<file path="config.mk">
export PLATFORM = sky130hd
export DESIGN_NAME = mixer_ctl
export DESIGN_NICKNAME = d
export VERILOG_FILES = /design/src/verilog/mixer_ctl_pkg.sv /design/src/verilog/mixer_ctl.sv
export SDC_FILE = /design/constraint.sdc
export NUM_CORES = 1
export LEC_CHECK = 0
export BUFFER_PORTS_ARGS = -buffer_cell sky130_fd_sc_hd__buf_2
export CAP_MARGIN = 10
export CORE_MARGIN = 4
export CORE_UTILIZATION = 45
export CTS_CLUSTER_DIAMETER = 80
export CTS_CLUSTER_SIZE = 24
export DETAILED_ROUTE_END_ITERATION = 8
export PLACE_DENSITY = 0.78
export SLEW_MARGIN = 20
export SYNTH_ARGS = -nofsm -noshare
export SYNTH_HDL_FRONTEND = slang
export SYNTH_SLANG_ARGS = --single-unit
</file>
<file path="constraint.sdc">
create_clock -name aclk -period 5.4 [get_ports aclk]
set_input_delay 1.08 -clock aclk [delete_from_list [all_inputs] [get_ports aclk]]
set_output_delay 1.08 -clock aclk [all_outputs]
set_load 0.03 [all_outputs]
</file>
<file path="src/verilog/mixer_ctl_pkg.sv">
// Constants shared by the mixer control settings block.
// Assumes a 40 MHz aclk and an AXI4-Lite master with 32-bit data.
package mixer_ctl_pkg;

  // ==========================================================================
  // Register byte offsets.
  // ==========================================================================
  localparam logic [7:0] SILENCE_OFS = 8'h00;  // Silence window and enable.
  localparam logic [7:0] CONV_VOL_OFS = 8'h04; // Converter blend gain code.
  localparam logic [7:0] SER_VOL_OFS = 8'h08;  // Serial blend gain code.
  localparam logic [7:0] MIX_CTL_OFS = 8'h0C;  // Mutes, mixer, de-emphasis, filter.
  localparam logic [7:0] ADC_CTL_OFS = 8'h10;  // Input gains and power bits.
  localparam logic [7:0] STATUS_OFS = 8'h14;   // Read-only flags.

  // ==========================================================================
  // Field positions.
  // ==========================================================================
  localparam int SIL_EN_BIT = 0;    // Silence watch enable.
  localparam int SIL_SEL_LO = 1;    // Window select, low bit.
  localparam int SIL_SEL_HI = 2;    // Window select, high bit.
  localparam int DEEMPH_LO = 0;     // De-emphasis select, bits 2:0.
  localparam int HPF_LO = 3;        // Filter corner select, bits 4:3.
  localparam int MIX_EN_BIT = 5;    // Mixer enable.
  localparam int MAIN_MUTE_BIT = 6; // Master mute.
  localparam int CONV_MUTE_BIT = 7; // Converter path mute.
  localparam int SER_MUTE_BIT = 8;  // Serial path mute.
  localparam int RGAIN_LO = 0;      // Right input gain, bits 3:0.
  localparam int LGAIN_LO = 4;      // Left input gain, bits 7:4.
  localparam int LPWR_BIT = 8;      // Left converter power.
  localparam int RPWR_BIT = 9;      // Right converter power.
  localparam int BIAS_BIT = 10;     // Bias power.
  localparam int ST_SER_BIT = 0;    // Serial path mute in effect.
  localparam int ST_CONV_BIT = 1;   // Converter path mute in effect.
  localparam int ST_MAIN_BIT = 2;   // Master mute in effect.
  localparam int ST_LZERO_BIT = 4;  // Left output is zero.
  localparam int ST_RZERO_BIT = 5;  // Right output is zero.

  // ==========================================================================
  // Reset values, code limits and decode figures.
  // ==========================================================================
  localparam logic [31:0] CFG_RESET = 32'h0000_0000; // Every setting clears.
  localparam logic [3:0] GAIN_MAX_CODE = 4'h8;       // Highest legal gain code.
  localparam logic [2:0] DEEMPH_MAX_CODE = 3'h4;     // Highest legal de-emphasis.
  localparam logic [7:0] VOL_MUTE_CODE = 8'hCC;      // First full-mute code.
  localparam logic [14:0] WIN_3200 = 15'h0C80;       // Silence windows in samples.
  localparam logic [14:0] WIN_4800 = 15'h12C0;
  localparam logic [14:0] WIN_9600 = 15'h2580;
  localparam logic [14:0] WIN_19600 = 15'h4C90;
  localparam logic [7:0] HPF_3HZ = 8'h03;            // Corners at 44.1 kHz.
  localparam logic [7:0] HPF_100HZ = 8'h64;
  localparam logic [7:0] HPF_200HZ = 8'hC8;
  localparam logic [1:0] RESP_OKAY = 2'h0;
  localparam logic [1:0] RESP_SLVERR = 2'h2;

endpackage : mixer_ctl_pkg
</file>
<file path="src/verilog/mixer_ctl.sv">
// Control settings bank of a stereo codec mixer path, with AXI4-Lite access.
// Assumes samples arrive from logic on aclk, qualified by sample_valid.
//
// Design decisions made here: register access over AXI4-Lite and the address map.
`timescale 1ns/100ps

module mixer_ctl
  import mixer_ctl_pkg::*;
(
  input  wire logic        aclk,
  input  wire logic        aresetn,
  input  wire logic [7:0]  awaddr,
  input  wire logic        awvalid,
  output      logic        awready,
  input  wire logic [31:0] wdata,
  input  wire logic [3:0]  wstrb,
  input  wire logic        wvalid,
  output      logic        wready,
  output      logic [1:0]  bresp,
  output      logic        bvalid,
  input  wire logic        bready,
  input  wire logic [7:0]  araddr,
  input  wire logic        arvalid,
  output      logic        arready,
  output      logic [31:0] rdata,
  output      logic [1:0]  rresp,
  output      logic        rvalid,
  input  wire logic        rready,
  input  wire logic        sample_valid,
  input  wire logic [23:0] left_sample,
  input  wire logic [23:0] right_sample,
  output      logic [7:0]  converter_atten_qdb,
  output      logic        converter_blend_mute,
  output      logic [7:0]  serial_atten_qdb,
  output      logic        serial_blend_mute,
  output      logic        mix_active,
  output      logic        main_mute_out,
  output      logic        converter_mute_out,
  output      logic        serial_mute_out,
  output      logic [2:0]  deemph_sel,
  output      logic [7:0]  hpf_corner_hz,
  output      logic        bias_on,
  output      logic        left_converter_on,
  output      logic        right_converter_on,
  output      logic [4:0]  left_gain_db,
  output      logic [4:0]  right_gain_db,
  output      logic        left_zero_flag,
  output      logic        right_zero_flag
);

  // ==========================================================================
  // State.
  // ==========================================================================
  typedef struct packed {
    logic              aw_held;   // Write address taken, waiting for data.
    logic [7:0]        aw_addr;   // Held write address.
    logic              w_held;    // Write data taken, waiting for address.
    logic [31:0]       w_data;    // Held write data.
    logic [3:0]        w_strb;    // Held byte enables.
    logic              bvalid;    // Write response pending.
    logic [1:0]        bresp;     // Write response code.
    logic              rvalid;    // Read data pending.
    logic [31:0]       rdata;     // Read data.
    logic [1:0]        rresp;     // Read response code.
    logic [31:0]       sil_cfg;   // Silence configuration word.
    logic [31:0]       conv_vol;  // Converter blend gain word.
    logic [31:0]       ser_vol;   // Serial blend gain word.
    logic [31:0]       mix_ctl;   // Mute, mixer, de-emphasis and filter word.
    logic [31:0]       adc_ctl;   // Input gain and power word.
    logic [2:0]        deemph_eff;// De-emphasis setting in use.
    logic [3:0]        lgain_eff; // Left gain code in use.
    logic [3:0]        rgain_eff; // Right gain code in use.
    logic [1:0][14:0]  zcnt;      // Consecutive zero samples per channel.
    logic [1:0]        zflag;     // Zero flags, bit 0 left, bit 1 right.
  } state_t;

  state_t s_r;   // Registered state.
  state_t s_nxt; // Next state.

  // ==========================================================================
  // Helpers.
  // ==========================================================================
  // Merges a bus write into a word, one byte lane per strobe bit.
  function automatic logic [31:0] merge(input logic [31:0] old, input logic [31:0] d,
                                        input logic [3:0] strb);
    logic [31:0] res;
    res = old;
    for (int i = 0; i < 4; i++)
    begin
      if (strb[i])
      begin
        res[i*8 +: 8] = d[i*8 +: 8];
      end
    end
    return res;
  endfunction : merge

  // Blend gain code to {mute, attenuation in quarter dB}. The upper end is
  // coarse, so it is a table rather than an offset.
  function automatic logic [8:0] vol_decode(input logic [7:0] c);
    logic [8:0] res;
    res = 9'h000;
    if (c >= VOL_MUTE_CODE)
    begin
      res = {1'b1, 8'h00};
    end
    else if (c >= 8'hC8)
    begin
      res = {1'b0, 8'hF0};
    end
    else if (c >= 8'hC4)
    begin
      res = {1'b0, 8'hD8};
    end
    else if (c >= 8'hC0)
    begin
      res = {1'b0, 8'hCC};
    end
    else if (c >= 8'hBC)
    begin
      res = {1'b0, 8'hC0};
    end
    else if (c >= 8'hB8)
    begin
      res = {1'b0, 8'hB8};
    end
    else if (c >= 8'h04)
    begin
      res = {1'b0, 8'(c - 8'h04)};
    end
    return res;
  endfunction : vol_decode

  logic [14:0] sil_window;     // Selected window length in samples.
  logic [1:0]  win_sel;        // Window select code.
  logic [23:0] samp [2];       // Sample per channel.
  logic [8:0]  conv_dec;       // Converter gain decode.
  logic [8:0]  ser_dec;        // Serial gain decode.
  logic [31:0] status_word;    // Read-only status view.
  logic        wr_go;          // Address and data both held: perform write.

  assign samp[0] = left_sample;
  assign samp[1] = right_sample;
  assign win_sel = {s_r.sil_cfg[SIL_SEL_HI], s_r.sil_cfg[SIL_SEL_LO]};
  assign wr_go = s_r.aw_held && s_r.w_held && !s_r.bvalid;

  // Window select decode.
  always_comb
  begin
    case (win_sel)
      2'h0: sil_window = WIN_3200;
      2'h1: sil_window = WIN_4800;
      2'h2: sil_window = WIN_9600;
      default: sil_window = WIN_19600;
    endcase
  end

  // ==========================================================================
  // Next-state logic: bus slave, settings and silence counters.
  // ==========================================================================
  always_comb
  begin
    s_nxt = s_r;
    // Address and data are taken independently, in either order.
    if (awvalid && awready)
    begin
      s_nxt.aw_held = 1'b1;
      s_nxt.aw_addr = awaddr;
    end
    if (wvalid && wready)
    begin
      s_nxt.w_held = 1'b1;
      s_nxt.w_data = wdata;
      s_nxt.w_strb = wstrb;
    end
    if (s_r.bvalid && bready)
    begin
      s_nxt.bvalid = 1'b0;
    end
    // Perform the write once both halves are present.
    if (wr_go)
    begin
      s_nxt.aw_held = 1'b0;
      s_nxt.w_held = 1'b0;
      s_nxt.bvalid = 1'b1;
      s_nxt.bresp = RESP_OKAY;
      if (s_r.aw_addr == SILENCE_OFS)
      begin
        s_nxt.sil_cfg = merge(s_r.sil_cfg, s_r.w_data, s_r.w_strb) & 32'h0000_0007;
      end
      else if (s_r.aw_addr == CONV_VOL_OFS)
      begin
        s_nxt.conv_vol = merge(s_r.conv_vol, s_r.w_data, s_r.w_strb) & 32'h0000_00FF;
      end
      else if (s_r.aw_addr == SER_VOL_OFS)
      begin
        s_nxt.ser_vol = merge(s_r.ser_vol, s_r.w_data, s_r.w_strb) & 32'h0000_00FF;
      end
      else if (s_r.aw_addr == MIX_CTL_OFS)
      begin
        s_nxt.mix_ctl = merge(s_r.mix_ctl, s_r.w_data, s_r.w_strb) & 32'h0000_01FF;
        // A reserved de-emphasis code leaves the de-emphasis in use as it was.
        if (s_nxt.mix_ctl[DEEMPH_LO +: 3] <= DEEMPH_MAX_CODE)
        begin
          s_nxt.deemph_eff = s_nxt.mix_ctl[DEEMPH_LO +: 3];
        end
      end
      else if (s_r.aw_addr == ADC_CTL_OFS)
      begin
        s_nxt.adc_ctl = merge(s_r.adc_ctl, s_r.w_data, s_r.w_strb) & 32'h0000_07FF;
        // Each channel's gain is checked and kept on its own.
        if (s_nxt.adc_ctl[LGAIN_LO +: 4] <= GAIN_MAX_CODE)
        begin
          s_nxt.lgain_eff = s_nxt.adc_ctl[LGAIN_LO +: 4];
        end
        if (s_nxt.adc_ctl[RGAIN_LO +: 4] <= GAIN_MAX_CODE)
        begin
          s_nxt.rgain_eff = s_nxt.adc_ctl[RGAIN_LO +: 4];
        end
      end
      else if (s_r.aw_addr == STATUS_OFS)
      begin
        s_nxt.bresp = RESP_OKAY;
      end
      else
      begin
        s_nxt.bresp = RESP_SLVERR;
      end
    end
    // Reads answer one edge after the address is taken.
    if (s_r.rvalid && rready)
    begin
      s_nxt.rvalid = 1'b0;
    end
    if (arvalid && arready)
    begin
      s_nxt.rvalid = 1'b1;
      s_nxt.rresp = RESP_OKAY;
      if (araddr == SILENCE_OFS)
      begin
        s_nxt.rdata = s_r.sil_cfg;
      end
      else if (araddr == CONV_VOL_OFS)
      begin
        s_nxt.rdata = s_r.conv_vol;
      end
      else if (araddr == SER_VOL_OFS)
      begin
        s_nxt.rdata = s_r.ser_vol;
      end
      else if (araddr == MIX_CTL_OFS)
      begin
        s_nxt.rdata = s_r.mix_ctl;
      end
      else if (araddr == ADC_CTL_OFS)
      begin
        s_nxt.rdata = s_r.adc_ctl;
      end
      else if (araddr == STATUS_OFS)
      begin
        s_nxt.rdata = status_word;
      end
      else
      begin
        s_nxt.rdata = 32'h0000_0000;
        s_nxt.rresp = RESP_SLVERR;
      end
    end
    // Silence watch: counts saturate at the window, so a long silence cannot wrap.
    for (int ch = 0; ch < 2; ch++)
    begin
      if (!s_r.sil_cfg[SIL_EN_BIT])
      begin
        s_nxt.zcnt[ch] = 15'h0000;
        s_nxt.zflag[ch] = 1'b0;
      end
      else if (sample_valid)
      begin
        if (samp[ch] == 24'h00_0000)
        begin
          if (s_r.zcnt[ch] < sil_window)
          begin
            s_nxt.zcnt[ch] = s_r.zcnt[ch] + 15'h0001;
          end
          else
          begin
            // A window shortened mid-count pulls the count back to its end.
            s_nxt.zcnt[ch] = sil_window;
          end
          s_nxt.zflag[ch] = (s_nxt.zcnt[ch] >= sil_window);
        end
        else
        begin
          s_nxt.zcnt[ch] = 15'h0000;
          s_nxt.zflag[ch] = 1'b0;
        end
      end
    end
  end

  // Registers the whole state; a reset clears every setting.
  always_ff @(posedge aclk)
  begin
    if (!aresetn)
    begin
      s_r <= '0;
    end
    else
    begin
      s_r <= s_nxt;
    end
  end

  // ==========================================================================
  // Outputs.
  // ==========================================================================
  // The bus accepts one write and one read at a time.
  assign awready = !s_r.aw_held && !s_r.bvalid;
  assign wready = !s_r.w_held && !s_r.bvalid;
  assign arready = !s_r.rvalid;
  assign bvalid = s_r.bvalid;
  assign bresp = s_r.bresp;
  assign rvalid = s_r.rvalid;
  assign rdata = s_r.rdata;
  assign rresp = s_r.rresp;

  assign conv_dec = vol_decode(s_r.conv_vol[7:0]);
  assign ser_dec = vol_decode(s_r.ser_vol[7:0]);
  assign converter_atten_qdb = conv_dec[7:0];
  assign converter_blend_mute = conv_dec[8];
  assign serial_atten_qdb = ser_dec[7:0];
  assign serial_blend_mute = ser_dec[8];

  // Path mutes are meaningless outside mixer mode, so they are gated here.
  assign mix_active = s_r.mix_ctl[MIX_EN_BIT];
  assign main_mute_out = s_r.mix_ctl[MAIN_MUTE_BIT];
  assign converter_mute_out = mix_active && s_r.mix_ctl[CONV_MUTE_BIT];
  assign serial_mute_out = mix_active && s_r.mix_ctl[SER_MUTE_BIT];
  assign deemph_sel = s_r.deemph_eff;

  // Corners scale with sample rate; the figures hold at 44.1 kHz only.
  always_comb
  begin
    case (s_r.mix_ctl[HPF_LO +: 2])
      2'h0: hpf_corner_hz = 8'h00;
      2'h1: hpf_corner_hz = HPF_3HZ;
      2'h2: hpf_corner_hz = HPF_100HZ;
      default: hpf_corner_hz = HPF_200HZ;
    endcase
  end

  assign bias_on = s_r.adc_ctl[BIAS_BIT];
  assign left_converter_on = bias_on && s_r.adc_ctl[LPWR_BIT];
  assign right_converter_on = bias_on && s_r.adc_ctl[RPWR_BIT];
  assign left_gain_db = 5'(s_r.lgain_eff * 3);
  assign right_gain_db = 5'(s_r.rgain_eff * 3);
  assign left_zero_flag = s_r.zflag[0];
  assign right_zero_flag = s_r.zflag[1];

  // Status flags are all active high.
  always_comb
  begin
    status_word = 32'h0000_0000;
    status_word[ST_SER_BIT] = serial_mute_out;
    status_word[ST_CONV_BIT] = converter_mute_out;
    status_word[ST_MAIN_BIT] = main_mute_out;
    status_word[ST_LZERO_BIT] = s_r.zflag[0];
    status_word[ST_RZERO_BIT] = s_r.zflag[1];
  end
endmodule : mixer_ctl

</file>
Word level (Yosys, flattened, before mapping) --
Cells that the tools add are included.
Storage, ports and cells: input port bits 108, register bits after elaboration 143
Operators by class: mux-type cells 63, bitwise logic cells 5, reductions and logical operators 38, multiply operators 2, order comparisons 21, equal/unequal tests 15, $add $sub $neg 4
Operators by type and width (count):
- 8-bit 2-to-1 mux | 25
- 15-bit 2-to-1 mux | 10
- 8-bit >= comparator, second input constant | 12
- 24-bit zero test | 2
- 15-bit one-hot mux with 3 select lines | 1
- 11-bit 2-to-1 mux | 4
- 35-bit 2-to-1 mux | 1
- 8-bit by 4-bit equality test with 1-bit output, second input constant | 4
- 8-bit by 5-bit equality test with 1-bit output, second input constant | 4
- 32-bit 2-to-1 mux | 1
- 15-bit by 1-bit adder with 15-bit output, second input constant | 2
- 15-bit >= comparator | 2
- 15-bit less-than comparator | 2
- 2-bit 2-to-1 mux | 12
- 8-bit one-hot mux with 3 select lines | 1
- 6-bit AND reduction | 4
- 7-bit AND reduction | 3
- 9-bit 2-to-1 mux | 2
- 8-bit by 3-bit equality test with 1-bit output, second input constant | 2
- 8-bit by 3-bit >= comparator with 1-bit output, second input constant | 2
- 8-bit zero test | 2
- 8-bit by 3-bit subtractor with 8-bit output, second input constant | 2
- 1-bit logical AND | 13
- 4-bit by 2-bit multiplier with 5-bit output, second input constant | 2
- other kinds (17) | 33

Logic depth before layout (Yosys ltp) --
Gate-level depths: netlist (run 1).
depth after elaboration 9, gate-level depth with buffers 18, gate-level depth less buffers 16

Worst setup path before layout (run 1) --
OpenSTA, ideal clock, no wires.
path kind flip-flop to flip-flop, start point register s_r[173] (netlist name), end point register s_r (netlist bit left_zero_flag), data arrival time 3.870 ns, cell stages (with the launch flop) 19, setup slack 1.455 ns, required time 5.326 ns, path buffers 2, cell sequence dfxtp_1 > inv_1 > ha_1 > buf_2 > inv_2 > ha_1 > a21oi_1 > o21bai_1 > a211o_1 > a221o_1 > buf_2 > nand2_1 > o21ai_0 > ha_1 > nand3_1 > or4_1 > nor3_1 > o2111ai_1 > a31oi_1
Between the ends: word-level cells in the longest chain between the ends 9, elaborated cells between the ends (all ways) 11
RTL lines:
- start, declared | RTL line mixer_ctl.sv:77 | state_t s_r;
- start signal, assigned | RTL line mixer_ctl.sv:310 | s_r <= s_nxt;
- 2-bit equality test, or another cell as far along | RTL line mixer_ctl.sv:150 | case (win_sel)
- 15-bit one-hot mux with 3 select lines (*) | RTL line mixer_ctl.sv:150
- 15-bit less-than comparator | RTL line mixer_ctl.sv:281 | if (s_r.zcnt[ch] < sil_window)
- 15-bit 2-to-1 mux | RTL line mixer_ctl.sv:281
- 15-bit 2-to-1 mux | RTL line mixer_ctl.sv:279 | if (samp[ch] == 24'h00_0000)
- 15-bit 2-to-1 mux | RTL line mixer_ctl.sv:277 | else if (sample_valid)
- 15-bit 2-to-1 mux | RTL line mixer_ctl.sv:272 | if (!s_r.sil_cfg[SIL_EN_BIT])
- 15-bit >= comparator (*) | RTL line mixer_ctl.sv:290 | s_nxt.zflag[ch] = (s_nxt.zcnt[ch] >= sil_window);
- 1-bit 2-to-1 mux (*) | RTL line mixer_ctl.sv:279
Mark *: on every way between the ends. The rest lies on a longest branch, timed or not. The select of a mux whose other input is x is not followed. A chain may end at the register's enable or synchronous reset.

Worst setup path in the final report (run 1) --
start point register s_r[172] (netlist name), end point register s_r (netlist bit left_zero_flag)
The elaborated chain is that of the path after synthesis.

==> results.ini, run 1 <==
[outcome]
status = finished, final reports clean

[synth]
synth_seq_area_share_pct = 30.2
synthArstFlopShare_pct = 0
synthCells = 1034
synth_cell_types = 69
ys.flop_type = dfxtp_1
synthTopCellsByArea = dfxtp_1 30%, ha_1 7.5%, a21oi_1 5.8%
synth_top_area_share_pct = 30.2
yosys.area.top_type = dfxtp_1
netlist_area_mm2 = 0.00796
syn_avg_cell_area_um2 = 7.70
yosys_warnings = 0
ys_seq_elements = 120
synth_edf_count = 0

[sta]
fin_skew_ns = 0.00521
fin_tns_setup_ns = 0
worst-slew-pin-transition_ns = 0.795
setup_viol = 0
rsz0062_at_grt = false
post-route-min-period_ns = 4.66
fin_ws_ns = 0.738
clock.fmax_mhz = 214
finalHoldViolCount = 0
period_share_pct = 86.3
whs_ns = 0.458
drv_slew = 0
slew_headroom_pct = 46.8

[floorplan]
die_x_um = 141
ios = 197
initial_utilization_pct = 46.0
die_h_um = 141
num_rows = 48
dieArea_mm2 = 0.0199
coreArea_mm2 = 0.0173

[route]
ant_nets = 0
routed_wl_um = 20500
routedWlPerCell_um = 15.0
firstDrtPassIters = 5
via_per_inst = 5.51
vias = 7539
drc = 0
drtIter0Drc = 620

[power_and_ir_drop]
netSwitchingFraction_pct = 24.8
p_int_mw = 1.74
ir_worst_vdd_uv = 228
power.density_mw_per_mm2 = 251
power_mw = 2.31
combPwrFrac_pct = 7.8
power_frac_clock_pct = 52.0
power.leakage_nw = 4.04
p_sw_mw = 0.572
seqPwrFrac_pct = 40.2

[global_routing]
grt_util_all_layers_pct = 20.6
grt_max_degree = 63
grt_pass1_wl_um = 34000
antenna_found_initial = 0
grt_pass1_vias = 6970
grt_overflow = 0

[clock_network]
cts_htree_levels = 4
ctsHoldBuffers = 0
cts_tree = yes
clock_sinks = 120
path_clk_slew_ns = 0.06
numCtsBuffers = 17
clockRootBuffer = clkbuf_16
cts_max_path_buffers = 2
cts_resized = 0
clkLatencyLatePin_ns = 0.41
post_cts_buffers = 0

[setup_path]
critical_path_required_ns = 5.74
worstPathArrival_ns = 5.00
crit_path_end_kind = flop
r2r_end = left_zero_flag
worstReg2RegStart = s_r[172]
critPathLaunchType = flop
ff2ff_path_depth = 15
path_max_fanout = 19
worst-setup-path-type = flop to flop
ff2ff_setup_slack_ns = 0.74

[placed_design]
place_ws_ns = 0.761
io_buffers = 149
gp_congestion = 0.902
dp.cells = 1336
placedInstanceArea_mm2 = 0.00857
hpwlAfterDp_um = 15100

[layout]
fill_cells = 1590
final_common_cell = buf_2
mostFrequentLayoutCells = 149 x buf_2, 122 x nand2_1, 120 x dfxtp_1, 115 x nor2_1, 93 x a21oi_1
design_area_mm2 = 0.00920
final_nets = 1288
area_growth_pct = 15.5
fin_util_pct = 53.2
final_cells = 1367
antennaDiodeCount = 0
drive_gt1_share_pct = 17.8

[hold_path]
hp-start = s_r[279]
holdPathEnd = s_r[279]
hold_path.class = flop to flop
hold_depth = 2

[job]
cap_violations = 0

power groups by stage:
stage	Combinational (mW)	Clock [mW]	Sequential, mW
2_1_floorplan	0.143	0	0.938
3_3_place_gp	0.176	0	0.947
3_5_place_dp	0.178	0	0.947
4_1_cts	0.179	1.21	0.928
5_1_grt	0.198	1.25	0.931
6_report	0.179	1.20	0.929
flip-flops by register name (all words and copies together) (netlist names):
| signal | flops |
|---|---|
| deemph_sel | 3 |
| rresp | 1 |
| right_zero_flag | 1 |
| rvalid | 1 |
| s_r | 97 |
| bvalid | 1 |
| rdata | 11 |
| main_mute_out | 1 |
| left_zero_flag | 1 |
| mix_active | 1 |
| bresp | 1 |
| bias_on | 1 |
cell type report:
type	instances	area [µm²]	area share, %
Multi-Input combinational cell	800	4960	53.9
Sequential cell	120	2400	26.1
Timing Repair Buffer	156	798	8.68
Clock buffer	17	425	4.63
Tap cell	225	282	3.06
Clock inverter	14	196	2.14
Inverter	35	131	1.43
worst max-delay path, stage by stage, from the launching register on:
cell	delay (ns)
dfxtp_1	0.45
ha_1	0.52
inv_2	0.30
ha_1	0.37
a21oi_1	0.19
o21bai_1	0.08
a211o_1	0.36
a221o_1	0.50
nand2_1	0.19
o21ai_0	0.11
ha_1	0.32
nand3_1	0.13
or4_1	0.54
nor3_1	0.19
o2111ai_1	0.14
a31oi_1	0.18
per-layer routing:
layer  wire length (µm)  global-route usage, %
met2               9790                   34.5
met3               1530                   4.82
met5                  0                      0
met4                382                   6.53
met1               8840                   26.3
cell families (layout without fill, tap and decap cells):
kind of cell	count (synthesis)	count (layout)	share of synthesized area [%]
and+or+nand+nor	401	401	23.7
AOI/OAI and AO/OA	237	237	18.7
buffers and inverters	137	222	8.72
DFF	120	120	30.2
muxes	51	51	6.51
adders and majority gates	50	50	8.05
xor gates and xnor gates	37	37	4.07
other	1	24	0.0471
worst max-delay path by stage:
stage	start	end	slack, ns	depth (start not counted)
detailed placement	s_r[172]	left_zero_flag	0.76	15
global placement	s_r[172]	left_zero_flag	0.88	15
CTS	s_r[172]	left_zero_flag	0.76	15
floorplan	s_r[173]	left_zero_flag	1.46	18
global route	s_r[172]	left_zero_flag	0.45	15
finish	s_r[172]	left_zero_flag	0.74	15
cells in the mapped netlist (all sizes together), types with 4 or more instances:
library cell and number:
a22oi 12, nand4 7, o21bai 4, o211ai 4, nand2 122, nor4b 5, xnor2 27, a221oi 5
a311oi 8, dfxtp 120, xor2 10, ha 48, o21ai 48, nand2b 13, and2 15, a211oi 8
a22o 5, nor4 16, and3 10, clkbuf 49, a21o 10, nor2 115, nor2b 9, a21oi 93
mux2i 45, a31oi 6, o22ai 6, nor3 36, mux2 6, nand3 34, inv 34, buf 53
(Power assumes the default switching activity.)
==> inputs of run 2 (changes only) <==
CORE_MARGIN = 2   (was 4)
==> run 2 against run 1 <==
Effect of this change: sequential share of layout area rose by 0.10 points; hold slack got worse by 0.0020 ns; total power shrank 1.3%; maximum frequency grew 0.12%; die area decreased by 5.6%; sequential cell count is the same.
==> results.ini, run 2 (synthesis results as in run 1) <==
[floorplan]
coreArea_mm2 = 0.0173  ; unchanged
ios = 197  ; unchanged
die_h_um = 137  ; -2.8%
num_rows = 48  ; unchanged
die_x_um = 137  ; -2.8%
dieArea_mm2 = 0.0188  ; -5.6%
initial_utilization_pct = 46.0  ; unchanged

[setup_path]
crit_chain = ha_1 > inv_2 > ha_1 > a21oi_1 > o21bai_1 > a211o_1 > a221o_1 > nand2_1 > o21ai_0 > ha_1 > nand3_1 > or4_1 > nor3_1 > o2111ai_1 > a31oi_1
crit_family = compound AO/OA/AOI/OAI gates
worstPathArrival_ns = 5.00  ; about the same
worstSetupEndpoint = left_zero_flag
critical_path_required_ns = 5.75  ; about the same
startpoint = s_r[172]
worst-setup-path-type = flop to flop
crit_path_end_kind = flop
slowest_delay_ns = 0.54  ; about the same
cp_num_buf_inv = 1  ; unchanged
ff2ff_setup_slack_ns = 0.74  ; about the same
worstReg2RegStart = s_r[172]
r2r_end = left_zero_flag
cp_common_cell = ha_1
ff2ff_path_depth = 15  ; unchanged
path_depth = 15  ; unchanged
worst_path_max_delay_cell = or4_1
critPathLaunchType = flop
path_max_fanout = 19  ; unchanged

[sta]
drv_slew = 0  ; unchanged
setup_viol = 0  ; unchanged
clock.fmax_mhz = 215  ; +0.12%
post-route-min-period_ns = 4.66  ; -0.00580 ns
slew_headroom_pct = 28.3  ; -18 points
fin_skew_ns = 0.00693  ; +0.00172 ns
rsz0062_at_grt = false
period_share_pct = 86.2  ; -0.11 points
worst-slew-pin-transition_ns = 1.07  ; +0.280 ns
fin_ws_ns = 0.743  ; +0.00580 ns
fin_tns_setup_ns = 0  ; unchanged
finalHoldViolCount = 0  ; unchanged
whs_ns = 0.456  ; -0.00201 ns

[route]
drc = 0  ; unchanged
vias = 7652  ; +1.5%
drtIter0Drc = 590  ; -4.8%
routed_wl_um = 20900  ; +1.8%
firstDrtPassIters = 7  ; +2
ant_nets = 0  ; unchanged
via_per_inst = 5.61  ; +1.6%
routedWlPerCell_um = 15.3  ; +1.9%

[clock_network]
clkLatencyLatePin_ns = 0.43  ; +0.02 ns
path_clk_slew_ns = 0.06  ; about the same
numCtsBuffers = 17  ; unchanged
post_cts_buffers = 0  ; unchanged
cts_htree_levels = 4  ; unchanged
clockRootBuffer = clkbuf_16
clock_sinks = 120  ; unchanged
cts_resized = 0  ; unchanged
cts_tree = yes
ctsHoldBuffers = 0  ; unchanged
cts_max_path_buffers = 2  ; unchanged

[power_and_ir_drop]
p_int_mw = 1.70  ; -1.9%
seqPwrFrac_pct = 41.0  ; +0.8 points
combPwrFrac_pct = 7.7  ; about the same
power.leakage_nw = 4.01  ; -0.67%
p_sw_mw = 0.576  ; +0.58%
netSwitchingFraction_pct = 25.3  ; +0.47 points
ir_worst_vdd_uv = 244  ; +6.8%
power.density_mw_per_mm2 = 249  ; -0.89%
power_frac_clock_pct = 51.3  ; -0.7 points
power_mw = 2.28  ; -1.3%

[layout]
fin_util_pct = 53.0  ; -0.21 points
mostFrequentLayoutCells = 149 x buf_2, 122 x nand2_1, 120 x dfxtp_1, 115 x nor2_1, 93 x a21oi_1
largest_reg_flops = 97  ; unchanged
final_nets = 1285  ; -0.23%
area_growth_pct = 15.0
final_common_cell = buf_2
design_area_mm2 = 0.00916  ; -0.39%
drive_gt1_share_pct = 17.6  ; -0.14 points
antennaDiodeCount = 0  ; unchanged
regMostFlops = s_r
final_cells = 1365  ; -0.15%

[hold_path]
hold_path.class = flop to flop

[global_routing]
grt_max_degree = 78  ; +24%
use_met1_pct = 30.2  ; +3.9 points
grt_util_all_layers_pct = 22.6  ; +2.0 points
grt_pass1_wl_um = 33600  ; -1.3%
grtUsageMet3_pct = 4.81  ; about the same
grt_overflow = 0  ; unchanged
antenna_found_initial = 0  ; unchanged
grt_use_met2_pct = 36.2  ; +1.7 points
grt_pass1_vias = 6784  ; -2.7%
top_usage_layer = met2

[placed_design]
io_buffers = 149  ; unchanged
gp_congestion = 0.961  ; +6.6%
placedInstanceArea_mm2 = 0.00854  ; -0.26%
dp.cells = 1333  ; -0.22%
hpwlAfterDp_um = 15200  ; +1.0%
place_ws_ns = 0.796  ; +0.0353 ns

[job]
cap_violations = 0  ; unchanged

[outcome]
status = finished, final reports clean

==> run 2: cell count changes in the layout (fill, tap and decap cells not counted), sizes merged <==
cell and delta:
buf -3, clkbuf +2, clkinvlp +2, bufinv -1, clkinv -1, inv -1
==> run 2: worst min path at each step <==
stage               startpoint       end  depth (start not counted)
CTS                   s_r[284]  s_r[284]                          2
finish                s_r[255]  s_r[255]                          2
detailed placement    rdata[9]  rdata[9]                          2
global placement      s_r[284]  s_r[284]                          2
floorplan             rdata[9]  rdata[9]                          2
global route          rdata[9]  rdata[9]                          2
==> run 2: routing by layer <==
metal	vias to the layer above	wire length (µm)
met2	289	9530
met4	0	457
met3	44	1490
met5	-	0
met1	3533	9420
li1	3786	-
==> run 2: cell type report <==
class | count | area, µm²
fillers | 1592 | 8140
multi-input cells | 800 | 4950
flip-flops and latches | 120 | 2400
repair buffers | 153 | 776
clock buffers | 19 | 443
well taps | 225 | 282
clock inverters | 13 | 170
inverters | 35 | 131
==> run 2: power by group through the flow <==
stage	logic [mW]	clock network, mW	registers (mW)
after floorplan	0.143	0	0.938
after global placement	0.172	0	0.951
after detailed placement	0.174	0	0.951
after CTS	0.175	1.18	0.932
after global routing	0.194	1.22	0.936
final	0.176	1.17	0.933
==> run 2: worst min-delay path: stages (launching register included) <==
cell and delay, ns:
dfxtp_1 0.31, nand2_1 0.05, a21oi_1 0.05
